===== src/biar_map.vh =====
`ifndef BIAR_MAP_VH
`define BIAR_MAP_VH

// ------------------------------------------------------------
// Register byte offsets
// ------------------------------------------------------------
`define BIAR_OFS_CTRL      8'h00
`define BIAR_OFS_VBASE     8'h04
`define BIAR_OFS_MASK      8'h08
`define BIAR_OFS_SNAP      8'h0c
`define BIAR_OFS_GBYTE     8'h10
`define BIAR_OFS_GCHAN     8'h14
`define BIAR_OFS_GRX       8'h18
`define BIAR_OFS_GTX       8'h1c
`define BIAR_OFS_STATUS    8'h20
`define BIAR_OFS_PRIO      8'h24

// ------------------------------------------------------------
// Control register fields
// ------------------------------------------------------------
`define BIAR_CTRL_THR_HI   7
`define BIAR_CTRL_THR_LO   2
`define BIAR_CTRL_FMT_HI   1
`define BIAR_CTRL_FMT_LO   0

// ------------------------------------------------------------
// Vector formats
// ------------------------------------------------------------
`define BIAR_FMT_FULL      2'h0
`define BIAR_FMT_CHAN      2'h1
`define BIAR_FMT_TYPE      2'h2
`define BIAR_FMT_INHIBIT   2'h3

// ------------------------------------------------------------
// Source identifiers, bid bits 4:2
// ------------------------------------------------------------
`define BIAR_ID_RX_ERR     3'h7
`define BIAR_ID_RX_OK      3'h3
`define BIAR_ID_TX_LOW     2'h2
`define BIAR_ID_BREAK      3'h4
`define BIAR_ID_COS        3'h1
`define BIAR_ID_CT         3'h5
`define BIAR_ID_NONE       3'h0

// ------------------------------------------------------------
// Mask register layout: base bit of each source group
// ------------------------------------------------------------
`define BIAR_MASK_RX       0
`define BIAR_MASK_TX       4
`define BIAR_MASK_BRK      8
`define BIAR_MASK_COS      12
`define BIAR_MASK_CT       16

// ------------------------------------------------------------
// Reset values
// ------------------------------------------------------------
`define BIAR_RST_CTRL      8'h00
`define BIAR_RST_VBASE     8'h0f
`define BIAR_RST_MASK      18'h00000
`define BIAR_RST_PRIO      28'h0000000
`define BIAR_RST_SNAP      8'h00

`endif


===== src/biar_bid_src.v =====
`timescale 1ns/1ns

// Forms one source's bid, re-evaluated on every crystal clock edge.
// A source that is masked off or has nothing pending bids all zeros.
module biar_bid_src (
	input  wire       clk,
	input  wire       srst,
	input  wire       allow,
	input  wire       request,
	input  wire [2:0] upper,
	input  wire [2:0] ident,
	input  wire [1:0] chan,
	output reg  [7:0] bid
);

	// ------------------------------------------------------------
	// Bid register
	// ------------------------------------------------------------
	always @(posedge clk) begin
		if (srst) begin
			bid <= 8'h00;
		end else if (allow && request) begin // RULE20
			bid <= {upper, ident, chan}; // RULE10
		end else begin
			bid <= 8'h00; // RULE15 RULE16
		end
	end

endmodule


===== src/biar_arbiter.v =====
//
// Contract
// RULE1: Exactly eighteen interrupt sources accepted
// RULE2: Bids compared to threshold every clock
// RULE3: Request only when bid exceeds threshold
// RULE4: Snapshot latched on acknowledge or command
// RULE5: Snapshot holds channel, type, byte count
// RULE6: Snapshot drives vector and global decode
// RULE7: Global receive reads snapshot channel's FIFO
// RULE8: Global transmit writes snapshot channel's FIFO
// RULE9: Global count and channel read snapshot
// RULE10: Identifier bits 4:2, channel lowest
// RULE11: Rx error 111, Rx 011, Tx x10
// RULE12: Break 100, COS 001, timer 101
// RULE13: Numerically largest bid wins arbitration
// RULE14: Non-data upper bits are programmable; the timer bids take bits 7:6 from prio_reg and hardwire bit 5 to 0
// RULE15: Timer bids only after timing out
// RULE16: Empty receiver, full transmitter never bid
// RULE17: Threshold is six bits wide
// RULE18: Threshold against upper six; channel D wins ties
// RULE19: Two control bits select vector format
// RULE20: Mask bits enable each source's bid
// RULE21: Request drops once no bid exceeds
//
// The implementer's own choices: register access over APB and the placing of the registers.
`timescale 1ns/1ns
`include "biar_map.vh"

module biar_arbiter #(
	parameter NCH = 4,
	parameter NSRC = 18
) (
	input  wire                clk,
	input  wire                srst,
	// APB slave
	input  wire                psel,
	input  wire                penable,
	input  wire                pwrite,
	input  wire [7:0]          paddr,
	input  wire [31:0]         pwdata,
	output reg  [31:0]         prdata,
	output reg                 pready,
	output reg                 pslverr,
	// Channel conditions
	input  wire [NCH-1:0]      rx_empty,
	input  wire [NCH-1:0]      rx_error,
	input  wire [2*NCH-1:0]    rx_count,
	input  wire [8*NCH-1:0]    rx_data,
	input  wire [NCH-1:0]      tx_full,
	input  wire [3*NCH-1:0]    tx_count,
	input  wire [NCH-1:0]      break_pending,
	input  wire [NCH-1:0]      cos_pending,
	input  wire [1:0]          ct_timeout,
	output reg                 rx_pop,
	output reg  [1:0]          rx_pop_chan,
	output reg                 tx_push,
	output reg  [1:0]          tx_push_chan,
	output reg  [7:0]          tx_push_data,
	// Interrupt pins
	input  wire                interrupt_acknowledge_n,
	input  wire                irq_n_in,
	output reg                 irq_n_out,
	output reg                 irq_n_oe,
	output reg  [7:0]          vector_out,
	output reg                 vector_valid
);

	// ------------------------------------------------------------
	// Software state
	// ------------------------------------------------------------
	reg  [7:0]          interrupt_control_reg;
	reg  [7:0]          vector_base_reg;
	reg  [NSRC-1:0]     source_mask_reg;
	reg  [27:0]         prio_reg;
	reg  [7:0]          current_interrupt_snapshot;
	reg  [7:0]          best_bid;
	reg                 iack_d;

	wire [8*NSRC-1:0]   bids;
	wire [5:0]          threshold;
	wire [1:0]          vec_fmt;

	// RULE17
	assign threshold = interrupt_control_reg[`BIAR_CTRL_THR_HI:
	                                         `BIAR_CTRL_THR_LO];
	assign vec_fmt   = interrupt_control_reg[`BIAR_CTRL_FMT_HI:
	                                         `BIAR_CTRL_FMT_LO];

	// ------------------------------------------------------------
	// Source bids
	// ------------------------------------------------------------
	// Per channel: receiver, transmitter, break and change of state.
	// Channel index sits in the low bid bits so channel D is strongest.
	genvar g;
	generate
		for (g = 0; g < NCH; g = g + 1) begin : g_chan
			// Channel number as a constant word, so its low bits can be cut
			localparam [31:0] chan_num = g;
			// RULE11
			biar_bid_src u_rx (
				.clk     (clk),
				.srst    (srst),
				.allow   (source_mask_reg[`BIAR_MASK_RX + g]),
				.request (~rx_empty[g]),
				.upper   ({1'b1, rx_count[2*g+1:2*g]}),
				.ident   (rx_error[g] ? `BIAR_ID_RX_ERR : `BIAR_ID_RX_OK),
				.chan    (chan_num[1:0]),
				.bid     (bids[8*g+7:8*g])
			);
			// Transmit count spills into bit 4, hence the x10 code
			biar_bid_src u_tx (
				.clk     (clk),
				.srst    (srst),
				.allow   (source_mask_reg[`BIAR_MASK_TX + g]),
				.request (~tx_full[g]),
				.upper   ({1'b0, tx_count[3*g+2:3*g+1]}),
				.ident   ({tx_count[3*g], `BIAR_ID_TX_LOW}),
				.chan    (chan_num[1:0]),
				.bid     (bids[8*(g+NCH)+7:8*(g+NCH)])
			);
			// RULE12 RULE14
			biar_bid_src u_brk (
				.clk     (clk),
				.srst    (srst),
				.allow   (source_mask_reg[`BIAR_MASK_BRK + g]),
				.request (break_pending[g]),
				.upper   (prio_reg[3*g+2:3*g]),
				.ident   (`BIAR_ID_BREAK),
				.chan    (chan_num[1:0]),
				.bid     (bids[8*(g+2*NCH)+7:8*(g+2*NCH)])
			);
			biar_bid_src u_cos (
				.clk     (clk),
				.srst    (srst),
				.allow   (source_mask_reg[`BIAR_MASK_COS + g]),
				.request (cos_pending[g]),
				.upper   (prio_reg[3*g+14:3*g+12]),
				.ident   (`BIAR_ID_COS),
				.chan    (chan_num[1:0]),
				.bid     (bids[8*(g+3*NCH)+7:8*(g+3*NCH)])
			);
		end
		// Counter/timers bid only once timed out; bit 5 is hardwired 0
		for (g = 0; g < 2; g = g + 1) begin : g_ct
			localparam [31:0] timer_num = g;
			biar_bid_src u_ct (
				.clk     (clk),
				.srst    (srst),
				.allow   (source_mask_reg[`BIAR_MASK_CT + g]),
				.request (ct_timeout[g]), // RULE15
				.upper   ({prio_reg[2*g+25:2*g+24], 1'b0}),
				.ident   (`BIAR_ID_CT),
				.chan    (timer_num[1:0]),
				.bid     (bids[8*(g+4*NCH)+7:8*(g+4*NCH)])
			);
		end
	endgenerate

	// ------------------------------------------------------------
	// Arbitration
	// ------------------------------------------------------------
	// Largest bid value wins; a full 8-bit compare makes the
	// channel number break ties without a separate stage.
	reg [7:0] next_best;
	integer   i;
	always @* begin
		next_best = 8'h00;
		for (i = 0; i < NSRC; i = i + 1) begin // RULE1
			if (bids[8*i +: 8] > next_best) begin // RULE13 RULE18
				next_best = bids[8*i +: 8];
			end
		end
	end

	// Winner held one cycle so request and snapshot see the same bid
	always @(posedge clk) begin
		if (srst) begin
			best_bid <= 8'h00;
		end else begin
			best_bid <= next_best; // RULE2
		end
	end

	// ------------------------------------------------------------
	// Interrupt request pin
	// ------------------------------------------------------------
	// Open drain: only ever pulls low; no sticky state, so it lets go
	// the cycle after the winning bid falls to the threshold.
	always @(posedge clk) begin
		if (srst) begin
			irq_n_out <= 1'b0;
			irq_n_oe  <= 1'b0;
		end else begin
			irq_n_out <= 1'b0;
			irq_n_oe  <= (best_bid[7:2] > threshold); // RULE3 RULE18 RULE21
		end
	end

	// ------------------------------------------------------------
	// APB decode
	// ------------------------------------------------------------
	wire setup_rd  = psel && !penable && !pwrite;
	wire acc_done  = psel && penable && pready;
	wire wr_done   = acc_done && pwrite;
	wire rd_done   = acc_done && !pwrite;
	wire iack_fall = iack_d && !interrupt_acknowledge_n;
	wire refresh   = wr_done && (paddr == `BIAR_OFS_SNAP);
	wire mapped    = (paddr == `BIAR_OFS_CTRL)  ||
	                 (paddr == `BIAR_OFS_VBASE) ||
	                 (paddr == `BIAR_OFS_MASK)  ||
	                 (paddr == `BIAR_OFS_SNAP)  ||
	                 (paddr == `BIAR_OFS_GBYTE) ||
	                 (paddr == `BIAR_OFS_GCHAN) ||
	                 (paddr == `BIAR_OFS_GRX)   ||
	                 (paddr == `BIAR_OFS_GTX)   ||
	                 (paddr == `BIAR_OFS_STATUS)||
	                 (paddr == `BIAR_OFS_PRIO);
	wire [1:0] snap_chan = current_interrupt_snapshot[1:0];

	// ------------------------------------------------------------
	// Snapshot capture
	// ------------------------------------------------------------
	// Taken on the acknowledge falling edge or a write to the snapshot
	// location, whatever data the write carries.
	always @(posedge clk) begin
		if (srst) begin
			iack_d                     <= 1'b1;
			current_interrupt_snapshot <= `BIAR_RST_SNAP;
		end else begin
			iack_d <= interrupt_acknowledge_n;
			if (iack_fall || refresh) begin
				current_interrupt_snapshot <= best_bid; // RULE4 RULE5
			end
		end
	end

	// ------------------------------------------------------------
	// Vector output
	// ------------------------------------------------------------
	// Built from the bid being captured, so vector and snapshot agree.
	reg [7:0] next_vector;
	always @* begin
		case (vec_fmt) // RULE19
			`BIAR_FMT_FULL:
				next_vector = vector_base_reg;
			`BIAR_FMT_CHAN:
				next_vector = {vector_base_reg[7:2], best_bid[1:0]};
			`BIAR_FMT_TYPE:
				next_vector = {vector_base_reg[7:5], best_bid[4:0]};
			default:
				next_vector = 8'hff;
		endcase
	end

	always @(posedge clk) begin
		if (srst) begin
			vector_out   <= 8'hff;
			vector_valid <= 1'b0;
		end else begin
			if (iack_fall) begin
				vector_out <= next_vector; // RULE6
			end
			vector_valid <= !interrupt_acknowledge_n;
		end
	end

	// ------------------------------------------------------------
	// Register writes
	// ------------------------------------------------------------
	always @(posedge clk) begin
		if (srst) begin
			interrupt_control_reg <= `BIAR_RST_CTRL;
			vector_base_reg       <= `BIAR_RST_VBASE;
			source_mask_reg       <= `BIAR_RST_MASK;
			prio_reg              <= `BIAR_RST_PRIO;
		end else if (wr_done) begin
			case (paddr)
				`BIAR_OFS_CTRL:
					interrupt_control_reg <= pwdata[7:0];
				`BIAR_OFS_VBASE:
					vector_base_reg <= pwdata[7:0];
				`BIAR_OFS_MASK:
					source_mask_reg <= pwdata[NSRC-1:0];
				`BIAR_OFS_PRIO:
					prio_reg <= pwdata[27:0];
				default: begin
				end
			endcase
		end
	end

	// ------------------------------------------------------------
	// Global FIFO strobes
	// ------------------------------------------------------------
	// One-cycle strobes steered by the snapshot channel; the channel
	// logic must accept them without back-pressure.
	always @(posedge clk) begin
		if (srst) begin
			rx_pop       <= 1'b0;
			rx_pop_chan  <= 2'h0;
			tx_push      <= 1'b0;
			tx_push_chan <= 2'h0;
			tx_push_data <= 8'h00;
		end else begin
			rx_pop  <= rd_done && (paddr == `BIAR_OFS_GRX); // RULE7
			tx_push <= wr_done && (paddr == `BIAR_OFS_GTX); // RULE8
			if (rd_done) begin
				rx_pop_chan <= snap_chan;
			end
			if (wr_done && (paddr == `BIAR_OFS_GTX)) begin
				tx_push_chan <= snap_chan; // RULE8
				tx_push_data <= pwdata[7:0];
			end
		end
	end

	// ------------------------------------------------------------
	// Read mux
	// ------------------------------------------------------------
	// Global locations have no storage: they are views of the snapshot.
	reg [31:0] next_rdata;
	always @* begin
		case (paddr)
			`BIAR_OFS_CTRL:   next_rdata = {24'h0, interrupt_control_reg};
			`BIAR_OFS_VBASE:  next_rdata = {24'h0, vector_base_reg};
			`BIAR_OFS_MASK:   next_rdata = {14'h0, source_mask_reg};
			`BIAR_OFS_SNAP:   next_rdata = {24'h0, current_interrupt_snapshot};
			`BIAR_OFS_GBYTE:  next_rdata = {29'h0,
			                   current_interrupt_snapshot[7:5]}; // RULE9
			`BIAR_OFS_GCHAN:  next_rdata = {30'h0, snap_chan}; // RULE9
			`BIAR_OFS_GRX:    next_rdata = {24'h0,
			                   rx_data[8*snap_chan +: 8]}; // RULE7
			`BIAR_OFS_STATUS: next_rdata = {22'h0, irq_n_in, irq_n_oe,
			                   best_bid};
			`BIAR_OFS_PRIO:   next_rdata = {4'h0, prio_reg};
			default:          next_rdata = 32'h0;
		endcase
	end

	// ------------------------------------------------------------
	// APB answer
	// ------------------------------------------------------------
	// Ready in the first access cycle; read data are registered in
	// the setup cycle, which costs nothing and keeps prdata a flop.
	always @(posedge clk) begin
		if (srst) begin
			prdata  <= 32'h0;
			pready  <= 1'b0;
			pslverr <= 1'b0;
		end else if (psel && !penable) begin
			pready  <= 1'b1;
			pslverr <= !mapped;
			if (setup_rd) begin
				prdata <= next_rdata;
			end
		end else begin
			pready  <= 1'b0;
			pslverr <= 1'b0;
		end
	end

endmodule


===== config.mk =====
export PLATFORM = sky130hd
export DESIGN_NAME = biar_arbiter
export DESIGN_NICKNAME = d
export VERILOG_FILES = /design/src/biar_bid_src.v /design/src/biar_arbiter.v
export VERILOG_INCLUDE_DIRS = /design/src
export SDC_FILE = /design/constraint.sdc
export NUM_CORES = 1
export LEC_CHECK = 0
export BUFFER_PORTS_ARGS = -buffer_cell sky130_fd_sc_hd__buf_2
export CAP_MARGIN = 5
export CORE_MARGIN = 10
export CORE_UTILIZATION = 45
export DETAILED_ROUTE_END_ITERATION = 8
export MAX_ROUTING_LAYER = met4
export PLACE_DENSITY = 0.65
export SETUP_SLACK_MARGIN = 0.2
export SLEW_MARGIN = 10
export SYNTH_ARGS = -nofsm -noshare
export SYNTH_HDL_FRONTEND = slang
export SYNTH_SLANG_ARGS = --single-unit

===== constraint.sdc =====
create_clock -name clk -period 26.6 [get_ports clk]
set_input_delay 2.66 -clock clk [delete_from_list [all_inputs] [get_ports clk]]
set_output_delay 2.66 -clock clk [all_outputs]
set_load 0.005 [all_outputs]

==> summary.txt <==
Die ar.: 34,500 um^2
buffers from clock root to sink, at most: 3
synthesized instance count: 1,475
vias per std cell: 5.72
DRC marker count from the first detailed-route iteration: 1,064
number of enable-type register cells in the synthesized netlist: 0
CP startpoint kind: register
fraction of power consumed by the clock network: 0.514
commonest non-fill, non-tap cell in the layout: buf_4
slowest cell on the critical path: or4_4
antenna-violating nets left: 0
most used cell along the critical path: ha_1
clk sinks: 207
period utilisation layout: 0.960
pin count of the biggest net entering global routing: 65
required time worst endpoint: 27,040 ps
wire length of the first global-routing pass: 63,300 um
Logic pwr share: 0.043
DR vias: 12.9k
fraction of power consumed by sequential logic: 0.442
area of the core region: 27,000 um^2
count of TritonRoute iterations in the first routing pass: 5
fraction of layout instances using a drive strength above 1: 0.351
depth of the worst register-to-register path: 134
number of max-slew violations in the final report: 0
FFs w/ async S/R, synth: 0
fraction of the yosys area taken by sequential cells: 0.335
mean area per synthesized cell: 8.39 um^2
critical path class: register to register
final weighted congestion of routability-driven global placement: 0.948
fin worst setup slack: 1080 ps
GRT Util Overall: 0.232
largest area contributor in the netlist: dfxtp_1
estimated wirelength of the detail-placed design: 31,000 um
Yosys reg bits: 207
number of endpoints failing setup at the final stage: 0
clk slew on worst S/H paths: 60 ps
pre-CTS setup slack: -159 ps
clock tree skew after final layout: 9.29 ps
delay of the slowest cell on the worst path: 570 ps
die span in y: 186 um
reported net switching power: 155 uW
Finished Cell Area: 17,100 um^2
# rows: 60
count of pins on the block boundary: 180
area of placed instances: 15,200 um^2
transition time at the pin with the least slew margin: 1140 ps
top flip-flop cell by instance count after synthesis: dfxtp_1
Max transition margin: 0.242
worst min path class: register to register
hold violation total from the final report: 0
power density cells: 41.6 nW/um^2
net switching fraction of the power: 0.219
worst path arrival time: 25,960 ps
type of destination of the critical path: register
floorplan die width: 186 um
Filler Cell Count: 2,343
Root Buffer: clkbuf_16
number of warnings reported in the yosys synthesis log: 0
number of max-cap violations: 0
commonest non-fill, non-tap cells in the layout: buf_4 (277), dfxtp_1 (204), nand2_1 (192)
cell leakage power: 7.51 nW
area growth from synthesis to layout: 37.9%
outcome: complete, no violations
Inserted Clock Buffers: 25
CTS tree: yes
final net count: 2,086
final critical delay including setup and external delays: 25,520 ps
Max Clk Rate: 39.2 MHz
Avg WL per Cell: 18.5 um
post-synth top area share: 0.335
synth unique cells: 113
number of global-route vias before repair: 12.4k
Initial Util: 0.458
worst hold path cell count: 2
peak supply drop: 0.0470 mV
number of remaining DRC errors: 0
initial antenna violation count: 1
I/O Buffers: 170
number of levels the H-tree was split into: 1
internal portion of total power: 555 uW
Inserted Diodes: 0
total standard cell area after synthesis: 12,400 um^2
CP max FO: 5
top cells by area, synth: dfxtp_1 (33%), ha_1 (7.8%), nand2_1 (6.1%)
latest clock arrival within the worst-skew pair: 540 ps
total routed wirelength: 41,700 um
global route total overflow: 0
## area by class of cell
cell class	count	area [um^2]	share of cell area
flip-flops and latches	207	4150	0.243
inverters	65	244	0.0143
clock buffers	35	723	0.0424
repair buffers	449	2960	0.173
clock inverters	9	164	0.00961
multi-input cells	1140	8390	0.492
well taps	341	427	0.0250
## what timing repair did
action | in CTS | in global routing
setup buffers | 1 | 30
setup endpoints to repair | 8 | 8
hold buffers | 0 | 0
pin swaps | 1 | 67
resized for setup | 18 | 130
## path summary, 6_finish.rpt
check	endpoint	startpoint	slack (ps)
setup / recovery	best_bid[0]	g_chan[0].u_rx.bid[5]	1080
hold / removal	prdata[20]	prdata[20]	450
setup reg to reg	best_bid[0]	g_chan[0].u_rx.bid[5]	1080
hold reg to reg	prdata[20]	prdata[20]	450
## per-stage QoR
step	instances	hold slack (ps)	util	power, mW	TNS [ps]
6_report	2246	451	0.631	0.710	0
5_1_grt	2246	477	0.631	0.733	-385
4_1_cts	2216	455	0.599	0.716	0
3_5_place_dp	2171	446	0.563	0.351	-672
3_3_place_gp	2171	438	0.563	0.350	0
2_1_floorplan	1479	444	-	0.333	0
## metal layers
layer / track usage / part of all wire / up-vias
met2: 0.377 / 0.47 / 419
met3: 0.0341 / 0.057 / 68
met4: 0.0577 / 0.022 / 0
met1: 0.297 / 0.45 / 6140
met5: - / 0 / -
li1: - / - / 6226
## power by group through the flow
stage	registers, mW	logic, mW	clock network, mW
6_report	0.314	0.0309	0.365
4_1_cts	0.314	0.0301	0.372
2_1_floorplan	0.321	0.0128	0
5_1_grt	0.314	0.0336	0.385
3_5_place_dp	0.321	0.0299	0
3_3_place_gp	0.321	0.0296	0
## critical path: cells and delay by family (launching register included)
kind | cells | cell delay (ps)
AOI/OAI and AO/OA | 48 | 9180
and+or+nand+nor | 41 | 6710
adders and majority gates | 16 | 4590
buffers and inverters | 21 | 2380
muxes | 8 | 2190
DFF | 1 | 330
## logic make-up after synthesis
family | count (synthesis) | synth area share
muxes | 54 | 0.0539
buffers and inverters | 132 | 0.0455
and+or+nand+nor | 570 | 0.233
adders and majority gates | 79 | 0.0795
DFF | 207 | 0.335
xor gates and xnor gates | 3 | 0.00212
AOI/OAI and AO/OA | 429 | 0.251
other | 1 | 0.000303
## synth_stat cells, types with 14 or more instances
master	count
a211oi_1	19
a21o_1	24
a21oi_1	127
a221oi_1	16
a31oi_1	18
and2_1	65
and3_1	17
clkbuf_1	45
dfxtp_1	207
ha_1	77
inv_1	63
mux2i_1	37
nand2_1	200
nand3_1	52
nor2_1	100
nor2b_1	15
nor3_1	22
nor3b_1	17
o21a_1	14
o21ai_0	39
Note: power is estimated with default switching activity, not from simulation.
